**config.mk**
```make
export PLATFORM = sky130hd
export DESIGN_NAME = orc_output_relay_control
export DESIGN_NICKNAME = d
export VERILOG_FILES = /design/src/orc_pkg.sv /design/src/orc_output_relay_control.sv
export SDC_FILE = /design/constraint.sdc
export NUM_CORES = 1
export LEC_CHECK = 0
export BUFFER_PORTS_ARGS = -buffer_cell sky130_fd_sc_hd__buf_2
export CORE_ASPECT_RATIO = 1.25
export CORE_MARGIN = 2
export CORE_UTILIZATION = 40
export DETAILED_ROUTE_END_ITERATION = 7
export PLACE_DENSITY = 0.59
export SKIP_LAST_GASP = 1
export SYNTH_ARGS = -nofsm -noshare
export SYNTH_HDL_FRONTEND = slang
export SYNTH_SLANG_ARGS = --single-unit
```
**constraint.sdc**
```tcl
create_clock -name clk -period 2.2 [get_ports clk]
set_input_delay 0.11 -clock clk [delete_from_list [all_inputs] [get_ports clk]]
set_output_delay 0.11 -clock clk [all_outputs]
set_load 0.03 [all_outputs]
```
**src/orc_pkg.sv**
```systemverilog
// constants, register map and bus carrier for the output relay control block
// assumes a 125 MHz system clock and a plain one-cycle strobe register port
package orc_pkg;

  // ---------------------------------------------------------------
  // relay layout: bits 0-1 trip, 2-6 alarm, 7 service status
  // ---------------------------------------------------------------
  localparam int ORC_NUM_TRIP  = 2;
  localparam int ORC_NUM_ALARM = 5;
  localparam int ORC_NUM_RELAY = 8;
  localparam int ORC_ALARM_LO  = 2;
  localparam int ORC_SVC_IDX   = 7;
  localparam int ORC_ALARM_MA  = 3;
  localparam int ORC_NUM_SIG   = 32;
  localparam int ORC_SEL_W     = 5;

  // ---------------------------------------------------------------
  // register offsets (byte addresses)
  // ---------------------------------------------------------------
  localparam logic [7:0] ORC_OFS_CTRL      = 8'h00;
  localparam logic [7:0] ORC_OFS_AUTH      = 8'h04;
  localparam logic [7:0] ORC_OFS_LATCH_CFG = 8'h08;
  localparam logic [7:0] ORC_OFS_POL_CFG   = 8'h0C;
  localparam logic [7:0] ORC_OFS_FORCE_VAL = 8'h10;
  localparam logic [7:0] ORC_OFS_STATUS    = 8'h14;
  localparam logic [7:0] ORC_OFS_LATCH_CLR = 8'h18;
  localparam logic [7:0] ORC_OFS_DIRECT    = 8'h1C;
  localparam logic [7:0] ORC_OFS_PULSE0    = 8'h20;
  localparam logic [7:0] ORC_OFS_ROUTE0    = 8'h40;

  // ---------------------------------------------------------------
  // field positions and reset values
  // ---------------------------------------------------------------
  localparam int ORC_CTRL_FORCE_BIT = 0;
  localparam int ORC_CTRL_MA_BIT    = 1;
  localparam logic [7:0]  ORC_RST_LATCH_CFG = 8'h00;
  localparam logic [7:0]  ORC_RST_POL_CFG   = 8'h00;
  localparam logic [13:0] ORC_RST_PULSE     = 14'h0000;
  localparam logic [4:0]  ORC_RST_ROUTE     = 5'h00;

  // ---------------------------------------------------------------
  // timing: pulse lengths and the force timeout count 10 ms ticks
  // ---------------------------------------------------------------
  localparam int ORC_CLK_HZ          = 125_000_000;
  localparam int ORC_TICK_MS         = 10;
  localparam int ORC_TICK_CYCLES     = ORC_CLK_HZ / 1000 * ORC_TICK_MS;
  localparam int ORC_FORCE_TIMEOUT_S = 300;
  localparam int ORC_FORCE_TICKS     =
    ORC_FORCE_TIMEOUT_S * 1000 / ORC_TICK_MS;
  localparam logic [13:0] ORC_PULSE_MAX = 14'h270E;
  localparam logic [13:0] ORC_PULSE_INF = 14'h270F;

  typedef struct packed {
    logic [7:0]  addr;
    logic [31:0] wdata;
    logic        wr;
    logic        rd;
  } orc_bus_req_t;

endpackage

```
**src/orc_output_relay_control.sv**
```systemverilog
// output relay control: routing select, latching, polarity, test forcing,
// direct pulse control of alarm relays and a plain register port
// assumes sig_in comes from logic on clk; ma_option_pin is a board strap
`timescale 1ns/1ps
module orc_output_relay_control
  import orc_pkg::*;
#(
  parameter int          TICK_CYCLES = ORC_TICK_CYCLES,
  parameter int          FORCE_TICKS = ORC_FORCE_TICKS,
  parameter logic [31:0] AUTH_KEY    = 32'h00005A17
) (
  input  wire logic                     clk,
  input  wire logic                     resetn,
  input  wire orc_bus_req_t             bus_req,
  output      logic [31:0]              rdata,
  input  wire logic [ORC_NUM_SIG-1:0]   sig_in,
  input  wire logic                     ma_option_pin,
  output      logic [ORC_NUM_RELAY-1:0] relay_out,
  output      logic                     force_active
);

  if (TICK_CYCLES < 2 || FORCE_TICKS < 2) begin : g_bad_count
    $error("tick and timeout counts must be at least 2");
  end

  localparam int TW = $clog2(TICK_CYCLES);
  localparam int FW = $clog2(FORCE_TICKS);
  localparam logic [TW-1:0] TICK_LAST = TW'(TICK_CYCLES - 1);
  localparam logic [FW-1:0] FORCE_LAST = FW'(FORCE_TICKS - 1);
  localparam int NA = ORC_NUM_ALARM;

  // ---------------------------------------------------------------
  // strap synchroniser and 10 ms tick
  // ---------------------------------------------------------------
  logic ma_s1_reg, ma_s2_reg;
  logic [TW-1:0] tick_cnt_reg, tick_cnt_next;
  logic tick;

  always_ff @(posedge clk) begin
    if (!resetn) begin
      ma_s1_reg <= 1'b0;
      ma_s2_reg <= 1'b0;
    end else begin
      ma_s1_reg <= ma_option_pin;
      ma_s2_reg <= ma_s1_reg;
    end
  end

  always_comb begin
    tick = (tick_cnt_reg == TICK_LAST);
    tick_cnt_next = tick ? '0 : tick_cnt_reg + 1'b1;
  end

  always_ff @(posedge clk) begin
    if (!resetn) begin
      tick_cnt_reg <= '0;
    end else begin
      tick_cnt_reg <= tick_cnt_next;
    end
  end

  // ---------------------------------------------------------------
  // write decode
  // ---------------------------------------------------------------
  logic wr_ctrl, wr_auth, wr_latch, wr_pol, wr_fval, wr_lclr, wr_dir;
  always_comb begin
    wr_ctrl  = bus_req.wr && bus_req.addr == ORC_OFS_CTRL;
    wr_auth  = bus_req.wr && bus_req.addr == ORC_OFS_AUTH;
    wr_latch = bus_req.wr && bus_req.addr == ORC_OFS_LATCH_CFG;
    wr_pol   = bus_req.wr && bus_req.addr == ORC_OFS_POL_CFG;
    wr_fval  = bus_req.wr && bus_req.addr == ORC_OFS_FORCE_VAL;
    wr_lclr  = bus_req.wr && bus_req.addr == ORC_OFS_LATCH_CLR;
    wr_dir   = bus_req.wr && bus_req.addr == ORC_OFS_DIRECT;
  end

  // ---------------------------------------------------------------
  // routing select and direct pulse, per relay / per alarm
  // ---------------------------------------------------------------
  logic [ORC_NUM_RELAY-1:0] routed;
  logic [ORC_SEL_W-1:0] route_reg [ORC_NUM_RELAY];
  logic [13:0] plen_reg [NA];
  logic [13:0] pcnt_reg [NA];
  logic [NA-1:0] pact_reg;
  logic auth_reg;

  genvar g;
  generate
    for (g = 0; g < ORC_NUM_RELAY; g++) begin : g_route
      logic [ORC_SEL_W-1:0] route_next;
      always_comb begin
        route_next = route_reg[g];
        if (auth_reg && bus_req.wr
            && bus_req.addr == ORC_OFS_ROUTE0 + 8'(4 * g)) begin
          route_next = bus_req.wdata[ORC_SEL_W-1:0];
        end
        routed[g] = sig_in[route_reg[g]];
      end
      always_ff @(posedge clk) begin
        if (!resetn) begin
          route_reg[g] <= ORC_RST_ROUTE;
        end else begin
          route_reg[g] <= route_next;
        end
      end
    end

    for (g = 0; g < NA; g++) begin : g_pulse
      logic [13:0] plen_next, pcnt_next;
      logic pact_next;
      always_comb begin
        plen_next = plen_reg[g];
        pcnt_next = pcnt_reg[g];
        pact_next = pact_reg[g];
        if (auth_reg && bus_req.wr
            && bus_req.addr == ORC_OFS_PULSE0 + 8'(4 * g)
            && bus_req.wdata[13:0] <= ORC_PULSE_INF) begin
          plen_next = bus_req.wdata[13:0];
        end
        if (pact_reg[g] && tick && plen_reg[g] != ORC_PULSE_INF) begin
          pcnt_next = pcnt_reg[g] - 1'b1;
          if (pcnt_reg[g] <= 14'h0001) begin
            pact_next = 1'b0;
            pcnt_next = '0;
          end
        end
        if (wr_dir) begin
          if (bus_req.wdata[g] && plen_reg[g] != '0) begin
            pact_next = 1'b1;
            pcnt_next = plen_reg[g];
          end else if (!bus_req.wdata[g]) begin
            pact_next = 1'b0;
            pcnt_next = '0;
          end
        end
      end
      always_ff @(posedge clk) begin
        if (!resetn) begin
          plen_reg[g] <= ORC_RST_PULSE;
          pcnt_reg[g] <= '0;
          pact_reg[g] <= 1'b0;
        end else begin
          plen_reg[g] <= plen_next;
          pcnt_reg[g] <= pcnt_next;
          pact_reg[g] <= pact_next;
        end
      end
    end
  endgenerate

  // ---------------------------------------------------------------
  // relay state, forcing, configuration and read-back
  // ---------------------------------------------------------------
  logic [ORC_NUM_RELAY-1:0] latch_cfg_reg, latch_cfg_next;
  logic [ORC_NUM_RELAY-1:0] pol_reg, pol_next;
  logic [ORC_NUM_RELAY-1:0] latch_reg, latch_next;
  logic [ORC_NUM_RELAY-1:0] fval_reg, fval_next;
  logic [ORC_NUM_RELAY-1:0] ctrl_sig, state, avail;
  logic [ORC_NUM_RELAY-1:0] relay_out_next;
  logic [FW-1:0] ftimer_reg, ftimer_next;
  logic force_reg, force_next, auth_next;
  logic [31:0] rdata_next;

  always_comb begin
    // alarms 4 and 5 are absent when the current-output option is fitted
    avail = '1;
    if (ma_s2_reg) begin
      avail[ORC_ALARM_LO+ORC_ALARM_MA +: NA-ORC_ALARM_MA] = '0;
    end
    ctrl_sig = routed;
    ctrl_sig[ORC_ALARM_LO +: NA] = routed[ORC_ALARM_LO +: NA] | pact_reg;

    auth_next = auth_reg;
    if (wr_auth) begin
      auth_next = (bus_req.wdata == AUTH_KEY);
    end
    latch_cfg_next = latch_cfg_reg;
    pol_next = pol_reg;
    force_next = force_reg;
    if (auth_reg && wr_latch) begin
      latch_cfg_next = bus_req.wdata[ORC_NUM_RELAY-1:0];
    end
    if (auth_reg && wr_pol) begin
      pol_next = bus_req.wdata[ORC_NUM_RELAY-1:0];
    end
    if (auth_reg && wr_ctrl) begin
      force_next = bus_req.wdata[ORC_CTRL_FORCE_BIT];
    end

    fval_next = fval_reg;
    if (force_reg && wr_fval) begin
      fval_next = bus_req.wdata[ORC_NUM_RELAY-1:0];
    end

    // the timer restarts on every fresh arming of the flag
    ftimer_next = ftimer_reg;
    if (!force_reg) begin
      ftimer_next = '0;
    end else if (tick) begin
      ftimer_next = ftimer_reg + 1'b1;
      if (ftimer_reg == FORCE_LAST) begin
        force_next = 1'b0;
        fval_next = '0;
        ftimer_next = '0;
      end
    end
    if (!force_next) begin
      fval_next = '0;
    end

    // a live controlling signal beats a clear in the same cycle
    latch_next = latch_reg;
    if (wr_lclr) begin
      latch_next = latch_reg & ~bus_req.wdata[ORC_NUM_RELAY-1:0];
    end
    latch_next = (latch_next | ctrl_sig) & latch_cfg_reg & avail;

    state = (ctrl_sig | (latch_reg & latch_cfg_reg)) & avail;
    if (force_reg) begin
      state = fval_reg & avail;
    end
    relay_out_next = state ^ pol_reg;

    rdata_next = '0;
    if (bus_req.rd) begin
      if (bus_req.addr == ORC_OFS_CTRL) begin
        rdata_next[ORC_CTRL_FORCE_BIT] = force_reg;
        rdata_next[ORC_CTRL_MA_BIT] = ma_s2_reg;
      end else if (bus_req.addr == ORC_OFS_AUTH) begin
        rdata_next[0] = auth_reg;
      end else if (bus_req.addr == ORC_OFS_LATCH_CFG) begin
        rdata_next[ORC_NUM_RELAY-1:0] = latch_cfg_reg;
      end else if (bus_req.addr == ORC_OFS_POL_CFG) begin
        rdata_next[ORC_NUM_RELAY-1:0] = pol_reg;
      end else if (bus_req.addr == ORC_OFS_FORCE_VAL) begin
        rdata_next[ORC_NUM_RELAY-1:0] = fval_reg;
      end else if (bus_req.addr == ORC_OFS_STATUS) begin
        rdata_next[ORC_NUM_RELAY-1:0] = state;
      end else if (bus_req.addr == ORC_OFS_DIRECT) begin
        rdata_next[NA-1:0] = pact_reg;
      end else if (bus_req.addr >= ORC_OFS_PULSE0
                   && bus_req.addr < ORC_OFS_PULSE0 + 8'(4 * NA)
                   && bus_req.addr[1:0] == 2'b00) begin
        rdata_next[13:0] = plen_reg[3'(bus_req.addr[4:2])];
      end else if (bus_req.addr >= ORC_OFS_ROUTE0
                   && bus_req.addr < ORC_OFS_ROUTE0 + 8'(4 * ORC_NUM_RELAY)
                   && bus_req.addr[1:0] == 2'b00) begin
        rdata_next[ORC_SEL_W-1:0] = route_reg[bus_req.addr[4:2]];
      end
    end
  end

  always_ff @(posedge clk) begin
    if (!resetn) begin
      latch_cfg_reg <= ORC_RST_LATCH_CFG;
      pol_reg       <= ORC_RST_POL_CFG;
      latch_reg     <= '0;
      fval_reg      <= '0;
      force_reg     <= 1'b0;
      auth_reg      <= 1'b0;
      ftimer_reg    <= '0;
      relay_out     <= ORC_RST_POL_CFG;
      force_active  <= 1'b0;
      rdata         <= '0;
    end else begin
      latch_cfg_reg <= latch_cfg_next;
      pol_reg       <= pol_next;
      latch_reg     <= latch_next;
      fval_reg      <= fval_next;
      force_reg     <= force_next;
      auth_reg      <= auth_next;
      ftimer_reg    <= ftimer_next;
      relay_out     <= relay_out_next;
      force_active  <= force_next;
      rdata         <= rdata_next;
    end
  end
endmodule

```
Word level (Yosys, flattened, before mapping). Memories as Yosys holds them, arrays and structs flattened. Index checks and enable logic that the tools add are counted. W data, S select, Z words.

Bits in registers: 117. Bits in writable memories: 180. Input port bits: 77. Output and inout port bits: 41. Word-level logic and storage cells: 297. Memories kept: 3.

Memory list: pcnt_reg (depth 5, bits a word 14, read ports 5, clocked after Yosys merged registers in 0, write ports 5, RTL line orc_output_relay_control.sv:82) `logic [13:0] pcnt_reg [NA];`; plen_reg (depth 5, bits a word 14, read ports 6, clocked after Yosys merged registers in 0, write ports 5, RTL line orc_output_relay_control.sv:81) `logic [13:0] plen_reg [NA];`; route_reg (depth 8, bits a word 5, read ports 9, clocked after Yosys merged registers in 0, write ports 8, RTL line orc_output_relay_control.sv:80) `logic [ORC_SEL_W-1:0] route_reg [ORC_NUM_RELAY];`.

Add/sub/neg operators: 7. Magnitude comparators: 18. Equality and inequality tests: 28. Multiplexer cells: 127. Bitwise logic cells: 32. Reductions and logical operators: 62.

Operators with widths (count): $mux W14 (40); $mux W5 (19); $mux W8 (10); $le A14 B1 Y1 const B (5); $ne A14 B14 Y1 const B (5); $reduce_bool A14 Y1 (5); $sub A14 B1 Y14 const B (5); $eq A8 B7 Y1 const B (8); $logic_and A1 B1 Y1 (49); $and A8 B8 Y8 (6); $lt A5 B6 Y1 const B (8); $bmux W1 S5 (8); $eq A8 B6 Y1 const B (5); $mux W1 (40); $eq A32 B15 Y1 const B (1); $eq A8 B5 Y1 const B (4); $mux W6 (4); $add A21 B1 Y21 const B (1); $eq A21 B21 Y1 const B (1); $mux W9 (2); $or A1 B1 Y1 (18); $eq A8 B4 Y1 const B (2); $or A8 B8 Y8 (2); $add A15 B1 Y15 const B (1); 20 further kinds (25).

Logic depth before layout (Yosys ltp). Gate-level depths: netlist of the first run. An unclocked memory read counts as a cell.

Word-level depth: 13. Gate-level depth with buffers: 11. Gate-level depth less buffers: 8.

Worst setup path before layout of the first run. Ideal clock, no wire load.

Path type: reg-to-reg. Start: register tick_cnt_reg[0]. End: memory pcnt_reg[2][3]. Arrival: 2118 ps. Data required time: 2068 ps. Setup slack: -49 ps. Cell stages (with the launch flop): 9. Period minus slack after synthesis: 2249 ps. Cells stage by stage: dfxtp_1 > ha_1 > and3_1 > nand4_4 > or3_4 > buf_6 > or3_1 > a221oi_2 > nor3_1.

RTL lines: start: declaration (RTL line orc_output_relay_control.sv:36) `logic [TW-1:0] tick_cnt_reg, tick_cnt_next;`; start signal: assignment (RTL line orc_output_relay_control.sv:58) `tick_cnt_reg <= tick_cnt_next;`; end: declaration (RTL line orc_output_relay_control.sv:82).

==> results of run 1 <==
power breakdown:
part | switching [mW] | internal, mW
Combinational | 0.574 | 0.297
Clock | 2.19 | 2.95
Sequential | 0.0122 | 5.06
cells by family (layout without fill, tap and decap cells):
| logic type | after synthesis | count (layout) | share of synthesized area, % |
|---|---|---|---|
| compound gates | 371 | 371 | 14.8 |
| xor+xnor | 89 | 89 | 4.80 |
| fa+ha+maj | 12 | 12 | 0.924 |
| buf+inv | 177 | 389 | 4.97 |
| flops | 279 | 279 | 34.4 |
| mux | 161 | 161 | 14.6 |
| other cells | 1 | 19 | 0.0231 |
| simple gates | 803 | 804 | 25.4 |
worst min-delay path by stage:
stage	startpoint	end	slack (ns)	cells past startpoint
CTS	bus_req[3]	route_reg[5][1]	0.01	3
global route	bus_req[22]	auth_reg	0.02	6
floorplan	ma_option_pin	ma_s1_reg	0.24	1
detailed placement	ma_option_pin	ma_s1_reg	0.32	2
finish	bus_req[22]	auth_reg	-0.02	6
global placement	ma_option_pin	ma_s1_reg	0.32	2
per-layer routing:
layer / up-vias / global-route usage (%)
met3: 171 / 4.53
met4: 0 / 11.5
met5: - / 0
met2: 717 / 44.2
li1: 7339 / -
met1: 7633 / 33.5
critical path, delay by kind of cell (launching register included):
kind	cells	cell delay [ns]
simple gates	1	0.09
flops	1	0.37
buf+inv	2	0.30
compound gates	3	0.51
mux	2	0.78
cell type report:
type | count | area, um2 | share of cell area (%)
Multi-Input combinational cell | 1455 | 10100 | 51.2
Sequential cell | 279 | 5620 | 28.4
Timing Repair Buffer | 295 | 2200 | 11.1
Clock buffer | 42 | 897 | 4.54
Tap cell | 546 | 683 | 3.46
Inverter | 39 | 146 | 0.741
Clock inverter | 13 | 105 | 0.532
Antenna cell | 1 | 2.50 | 0.0127
cell usage in the layout, fill, tap and decap left out, drive strengths merged, types with 32 or more instances in the layout:
master and count:
xor2 66, buf 282, mux4 59, nand4 39
nor2 171, clkbuf 42, inv 39, nand2 209
nor3 42, nor4 36, a21oi 107, o2bb2ai 32
mux2i 87, nand3 149, o21ai 105, dfxtp 279
what timing repair did:
item / in CTS / in global routing
hold buffers: 14 / 0
resized for setup: 13 / 46
cloned: 0 / 1
setup buffers: 0 / 12
endpoints found under the hold margin: 24 / 0
endpoints found under the setup margin: 30 / 95
pin swaps: 0 / 16
metrics by stage:
stage               hold slack [ns]  std cells  area (um2)
global route                 0.0169       2669       19800
floorplan                     0.237       1910       16300
detailed placement            0.323       2588       18300
CTS                          0.0115       2657       19500
finish                      -0.0183       2670       19800
global placement              0.317       2588       18300
==> summary.md, run 1 <==
| Metric | Value |
|---|---|
| Status | `finished with violations` |
| Failing checks | `hold timing` |
| WL met3 | `4580 um` |
| Synth warnings | `0` |
| Setup TNS | `0 ns` |
| First-pass GRT wire length | `87500 um` |
| Power Density | `561 nW/um2` |
| Dominant cell type by area after synthesis | `dfxtp_1` |
| Period utilisation layout | `98.9%` |
| Clk_skew | `0.0148 ns` |
| Fin nets | `2189` |
| Crit path time final | `2.17 ns` |
| Slew headroom | `19.4%` |
| Critical path, cell by cell | `buf_4 -> mux4_1 -> mux2i_1 -> o21a_1 -> nor2_1 -> buf_4 -> o31ai_2 -> o22ai_1` |
| Met2 routed WL | `27000 um` |
| Element type at the critical path end | `register` |
| P&R area growth vs syn | `21.6%` |
| Req. time, crit path | `2.64 ns` |
| Ys async rst share | `0%` |
| Clk slew on worst S/H paths | `0.06 ns` |
| Actual slew at the worst max-slew pin | `1.20 ns` |
| Critical Path Sink | `rdata[5]` |
| Top FF cell, synth | `dfxtp_1` |
| H-tree Lvls | `1` |
| Number of CTS-inserted buffers | `30` |
| Startpoint types | `register` |
| Die Area | `42300 um2` |
| GRT Overall Usage | `26.5%` |
| Num rows | `82` |
| Post-Syn Area | `16200 um2` |
| Synth Area per Inst | `8.58 um2` |
| Pre-antenna DRT Iters | `5` |
| Filler Cells Inserted | `3830` |
| Clk Latency, worst-skew pair | `0.57 ns` |
| Worst Setup SP | `route_reg[5][1]` |
| DR WL/cell | `21.4 um` |
| Top routing layer in use | `met4` |
| Flops & latches, synth | `279` |
| Share of the synthesized area in the top cell type | `34.4%` |
| Initial antenna violation count | `1` |
| Arr. time, crit path | `2.62 ns` |
| Fin Hold WS | `-0.0183 ns` |
| Worst Setup Path Type | `reg -> reg` |
| DR vias/cell | `5.94` |
| Core area | `40100 um2` |
| DRT iter0 DRCs | `1340` |
| Top Ports | `118` |
| Remaining antenna violation count | `0` |
| Grt total ovfl | `0` |
| Static Leakage | `7.17 nW` |
| Starting Density | `40.5%` |
| Cell with the most instances after synthesis | `dfxtp_1` |
| Metal-1 WL | `23000 um` |
| CP max stage cell | `mux4_1` |
| Largest net degree at the start of global routing | `87` |
| CTS Sinks | `279` |
| Longest Clk Path Bufs | `3` |
| Worst path max stage delay | `0.55 ns` |
| Layout cell share with drive strength beyond 1 | `22.6%` |
| Worst slack, placed | `-0.233 ns` |
| Finished Core Util | `49.3%` |
| Final hold vios | `1` |
| TritonCTS clock tree | `yes` |
| Final worst slack | `0.0251 ns` |
| CP Max Fanout | `4` |
| Total wire length | `57200 um` |
| R2R Path Start | `route_reg[5][1]` |
| Final estimated routing congestion in global placement | `0.933` |
| Area contributors post-synth | `dfxtp_1 34%, mux4_2 7.8%, mux2i_1 5.4%` |
| Die width | `184 um` |
| Routed vias | `15.9k` |
| Gate Count Post-Synth | `1893` |
| Slew Viols, Final | `0` |
| Seq/Total Area, Yosys | `34.4%` |
| DRC viols | `0` |
| Total power | `11.1 mW` |
| Final Setup Violations | `0` |
| Worst Hold Class | `in -> reg` |
| Chip Height | `229 um` |
| Fmax | `460 MHz` |
| Max Cap Viol | `0` |
| Placed wire-length estimate | `41500 um` |
| Synth cell types | `94` |
| Clk root buf | `clkbuf_16` |
| RSZ-0062 raised after global routing | `true` |
| Port bufs | `99` |
| Register-to-Register Path Depth | `8` |
| Synth top cells by count | `279 x dfxtp_1, 209 x nand2_1, 169 x nor2_1` |
| Most used cell, CP | `buf_4` |
| Flop-to-flop setup slack | `0.03 ns` |
| Worst vdd rail ir drop | `0.436 mV` |
| EDFF count, synth | `0` |
| Vias in the first global route | `15.3k` |
| FF-to-FF End | `rdata[5]` |
Note: power is estimated with default switching activity, not from simulation.
==> run 2: changes to the inputs <==
Settings changed: BUFFER_PORTS_ARGS -buffer_cell sky130_fd_sc_hd__buf_2 to -buffer_cell sky130_fd_sc_hd__buf_4, CELL_PAD_IN_SITES_DETAIL_PLACEMENT set to 1, CELL_PAD_IN_SITES_GLOBAL_PLACEMENT set to 1, PLACE_DENSITY 0.59 to 0.74.
==> run 2 against run 1 <==
The run ends with setup timing left. Clock skew rose by 0.0052 ns. Utilization rose by 1.3 points. Fmax fell by 1.5%. Total power rose by 2.0%. Wire length rose by 12%. Clock power rose by 3%. First-iteration DRC count fell by 12%. Worst setup slack got worse by 0.034 ns. Clock-buffer cell count fell by 1. Worst hold slack improved by 0.035 ns. Combinational power rose by 9.1%. Global-route usage rose by 3.0 points. Critical path type unchanged. Critical endpoint is now rdata[3]. Highest routed layer unchanged.
==> summary.md, run 2 (same netlist as run 1, synthesis figures left out) <==
| Metric | Value |
|---|---|
| Slew Viols, Final | `0` |
| Crit path max-delay family | `compound AO/OA/AOI/OAI gates` |
| Placed wire-length estimate | `46800 um` |
| Routed vias | `16.4k` |
| Clk_skew | `0.0200 ns` |
| CTS Sinks | `279` |
| Fmax | `453 MHz` |
| Period utilisation layout | `100%` |
| Vias in the first global route | `17.1k` |
| Status | `finished with violations` |
| Largest net degree at the start of global routing | `91` |
| Final worst slack | `-0.00888 ns` |
| TritonCTS clock tree | `yes` |
| Critical path, cell by cell | `buf_6 -> mux2_2 -> o32ai_2 -> nor4_1 -> or4_4 -> o311a_1 -> o21a_1` |
| Port bufs | `99` |
| Commonest non-fill, non-tap cell in the layout | `buf_4` |
| Final Instance Count excl. Fillers | `2689` |
| Worst path max stage delay | `0.55 ns` |
| Clk Latency, worst-skew pair | `0.60 ns` |
| Final estimated routing congestion in global placement | `0.923` |
| Post-Place Cell Area | `18600 um2` |
| Most frequent cells in the layout | `271 x buf_4, 264 x dfxtp_1, 207 x nand2_1, 167 x nor2_1, 147 x nand3_1` |
| Top Ports | `118` |
| Layout cell share with drive strength beyond 1 | `23.8%` |
| Startpoint types | `register` |
| P&R area growth vs syn | `24.7%` |
| Finished Core Util | `50.5%` |
| CP Max Fanout | `4` |
| Remaining antenna violation count | `0` |
| Arr. time, crit path | `2.69 ns` |
| Worst slack, placed | `-0.459 ns` |
| Slew headroom | `41.5%` |
| First-pass GRT wire length | `96800 um` |
| Final Setup Violations | `2` |
| Worst Setup Path Type | `reg -> reg` |
| Max Cap Viol | `0` |
| Number of CTS-inserted buffers | `31` |
| Power Density | `558 nW/um2` |
| Num rows | `82` |
| Req. time, crit path | `2.68 ns` |
| Die Area | `42300 um2` |
| CP max stage cell | `or4_4` |
| Initial antenna violation count | `0` |
| Starting Density | `40.5%` |
| DR WL/cell | `23.7 um` |
| Pre-antenna DRT Iters | `8` |
| DRC viols | `0` |
| Chip Height | `229 um` |
| GRT Overall Usage | `29.5%` |
| Fin nets | `2210` |
| Fin area | `20300 um2` |
| Actual slew at the worst max-slew pin | `0.867 ns` |
| Clk slew on worst S/H paths | `0.06 ns` |
| Worst vdd rail ir drop | `0.652 mV` |
| DR vias/cell | `6.10` |
| Buf/Inv on CP | `1` |
| RSZ-0062 raised after global routing | `true` |
| Element type at the critical path end | `register` |
| Die width | `184 um` |
| Grt total ovfl | `0` |
| Clk root buf | `clkbuf_16` |
| Ant diodes | `0` |
| H-tree Lvls | `1` |
| Core area | `40100 um2` |
| DRT iter0 DRCs | `1183` |
| Static Leakage | `7.34 nW` |
| Failing checks | `setup timing` |
| Longest Clk Path Bufs | `3` |
| Crit path time final | `2.21 ns` |
| # placed instances | `2601` |
| Worst Hold Class | `in -> reg` |
| Total wire length | `63800 um` |
| Final hold vios | `0` |
## run 2: area by class of cell
type,instances,area [um2]
clock inverters,14,140
fillers,4685,19900
flip-flops and latches,279,5610
well taps,546,683
clock buffers,41,873
multi-input cells,1455,10200
repair buffers,315,2650
inverters,39,151
## run 2: worst paths after layout
| kind | startpoint | slack [ns] | to | cells after the start |
|---|---|---|---|---|
| min | bus_req[32] | 0.02 | auth_reg | 6 |
| max | route_reg[3][0] | -0.009 | rdata[3] | 7 |
| max reg2reg | route_reg[3][0] | -0.009 | rdata[3] | 7 |
| min reg2reg | ma_s1_reg | 0.44 | ma_s2_reg | 1 |
## run 2: layer usage
layer | global-route usage (%) | routed length (um)
met5 | 0 | 0
met4 | 13.7 | 2940
met3 | 4.12 | 3820
met2 | 52.2 | 31900
met1 | 35.0 | 25200
## run 2: power by group
group	total (mW)	leakage (nW)	switching, mW	internal, mW
Clock	5.28	0.487	2.28	3.01
Sequential	5.07	2.26	0.0110	5.06
Combinational	0.950	4.60	0.595	0.355
## run 2: what timing repair did
item | in CTS | in global routing
pin swaps | 3 | 15
gates resized for setup | 27 | 56
setup buffers | 2 | 9
endpoints found under the hold margin | 63 | 0
hold buffers | 20 | 0
setup endpoints to repair | 47 | 103
gates cloned | 1 | 1
## run 2: worst reg2reg max path, cell delays in order, from the launching register on
cell     delay (ns)
dfxtp_4        0.39
buf_6          0.12
mux2_2         0.34
o32ai_2        0.12
nor4_1         0.07
or4_4          0.55
o311a_1        0.35
o21a_1         0.17
## run 2: stage by stage
step	hold WS, ns	power [mW]	TNS [ns]
finish	0.0169	11.3	-0.0105
global route	0.0537	11.6	-0.366
CTS	0.000179	11.4	-0.275
detailed placement	0.325	6.07	-6.25
global placement	0.319	6.06	-5.00
floorplan	0.237	5.63	0
==> run 3: changes to the inputs <==
Settings changed: MAX_ROUTING_LAYER set to met4, PLACE_DENSITY 0.74 to 0.71, TNS_END_PERCENT set to 50.
Clock period 2.2 ns to 2.1 ns, I/O delays scaled along.
==> run 3 against run 2 <==
The flow still finishes with violations (setup timing). Combinational power grew 12%. Worst setup slack lost 0.091 ns. Fmax grew 0.42%. Sequential power grew 4.7%. Worst hold slack gained 0.0071 ns. First-iteration DRC count grew 2.5%. Sequential share of layout area shrank 1.4 points. Largest cell class unchanged. Highest routed layer unchanged.
==> summary.md, run 3 (same netlist as run 1, synthesis figures left out) <==
| Metric | Value |
|---|---|
| Status | `finished with violations` |
| Failing checks | `setup timing` |
| Finished Core Util | `53.3%` |
| GRT Overall Usage | `32.1%` |
| Period utilisation layout | `105%` |
| Final estimated routing congestion in global placement | `0.961` |
| Placed wire-length estimate | `48100 um` |
| Pre-antenna DRT Iters | `5` |
| Met2 Usage GRT | `54.8%` |
| Worst Setup SP | `plen_reg[4][7]` |
| Worst Setup Path Type | `reg -> reg` |
| Met1 usage | `39.2%` |
| Final worst slack | `-0.0997 ns` |
| Core area | `40100 um2` |
| H-tree Lvls | `1` |
| Starting Density | `40.5%` |
| Slew Viols, Final | `0` |
| Startpoint types | `register` |
| Most frequent cells in the layout | `324 x buf_4, 265 x dfxtp_1, 206 x nand2_1, 167 x nor2_1, 144 x nand3_1` |
| Flop-to-flop setup slack | `-0.1 ns` |
| Initial antenna violation count | `0` |
| DR vias/cell | `6.07` |
| Element type at the critical path end | `register` |
| Chip Height | `229 um` |
| Register-to-Register Path Depth | `6` |
| Longest Clk Path Bufs | `3` |
| Final Setup Violations | `39` |
| Routed vias | `16.8k` |
| Worst vdd rail ir drop | `0.601 mV` |
| Req. time, crit path | `2.61 ns` |
| Total power | `12.5 mW` |
| Clk_skew | `0.0294 ns` |
| M3 GR Usage | `3.29%` |
| P&R area growth vs syn | `31.6%` |
| Clk root buf | `clkbuf_16` |
| Die Area | `42300 um2` |
| Layout cell share with drive strength beyond 1 | `27.5%` |
| Final hold vios | `0` |
| Final Instance Count excl. Fillers | `2774` |
| Slew headroom | `51.2%` |
| DRT iter0 DRCs | `1212` |
| Number of CTS-inserted buffers | `31` |
| Crit path time final | `2.20 ns` |
| First-pass GRT wire length | `103000 um` |
| FF-to-FF End | `pcnt_reg[4][1]` |
| Largest net degree at the start of global routing | `77` |
| R2R Path Start | `plen_reg[4][7]` |
| DRC viols | `0` |
| Arr. time, crit path | `2.71 ns` |
| Actual slew at the worst max-slew pin | `0.727 ns` |
| Fin nets | `2292` |
| Grt total ovfl | `0` |
| Worst slack, placed | `-0.525 ns` |
| Critical Path Sink | `pcnt_reg[4][1]` |
| TritonCTS clock tree | `yes` |
| Setup TNS | `-1.90 ns` |
| Die width | `184 um` |
| Top Ports | `118` |
| Fmax | `455 MHz` |
| Port bufs | `99` |
| CTS Sinks | `279` |
| RSZ-0062 raised after global routing | `true` |
| CP Max Fanout | `6` |
| Commonest non-fill, non-tap cell in the layout | `buf_4` |
| Num rows | `82` |
| Total wire length | `67600 um` |
| Worst Hold Class | `in -> reg` |
| Clk slew on worst S/H paths | `0.07 ns` |
| Max Cap Viol | `0` |
| Ant diodes | `0` |
| Filler Cells Inserted | `4577` |
| Power Density | `586 nW/um2` |
| Static Leakage | `7.94 nW` |
| Vias in the first global route | `17.5k` |
| DR WL/cell | `24.4 um` |
| # placed instances | `2661` |
| GRT busiest layer | `met2` |
| Clk Latency, worst-skew pair | `0.60 ns` |
| Remaining antenna violation count | `0` |
[run 3: worst min-delay path by stage]
stage	startpoint	to	slack, ns	cells after the start
after floorplan	ma_option_pin	ma_s1_reg	0.23	1
final	bus_req[1]	auth_reg	0.02	4
after detailed placement	ma_option_pin	ma_s1_reg	0.33	2
after global placement	ma_option_pin	ma_s1_reg	0.32	2
after CTS	bus_req[1]	auth_reg	0.007	4
after global routing	bus_req[4]	route_reg[6][2]	0.04	4
[run 3: through the flow]
stage,hold slack [ns],instance area (um2)
finish,0.0240,21400
detailed placement,0.334,19200
global route,0.0390,21400
floorplan,0.232,16300
global placement,0.319,19200
CTS,0.00654,20900
[run 3: cell type report]
cell class,count,area (um2),share of cell area [%]
multi-input cells,1455,10400,48.5
clock buffers,39,846,3.95
well taps,546,683,3.19
repair buffers,397,3430,16.0
clock inverters,19,299,1.40
flip-flops and latches,279,5620,26.3
inverters,39,151,0.708
[run 3: critical path: stages, from the launching register on]
cell	delay [ns]
dfxtp_1	0.31
or4_4	0.56
o41ai_4	0.49
nor3_4	0.15
buf_6	0.16
o22a_1	0.19
a211oi_1	0.24
[run 3: where the power goes]
| group | switching (mW) | internal [mW] | leakage (nW) |
|---|---|---|---|
| sequential | 0.0126 | 5.30 | 2.26 |
| clock | 2.43 | 3.73 | 0.565 |
| combinational | 0.651 | 0.407 | 5.12 |
| total | 3.09 | 9.44 | 7.94 |
[run 3: what timing repair did]
item	CTS	global route
endpoints found under the setup margin	71	118
pin swaps	24	47
gates cloned	0	2
setup buffers	13	17
resized for setup	42	95
hold buffers	27	0
hold endpoints to repair	61	0
[run 3: per-layer routing]
| metal | wire length (um) | vias up |
|---|---|---|
| li1 | - | 7543 |
| met1 | 27000 | 8422 |
| met2 | 33700 | 676 |
| met3 | 4050 | 187 |
| met4 | 2800 | 0 |
| met5 | 0 | - |
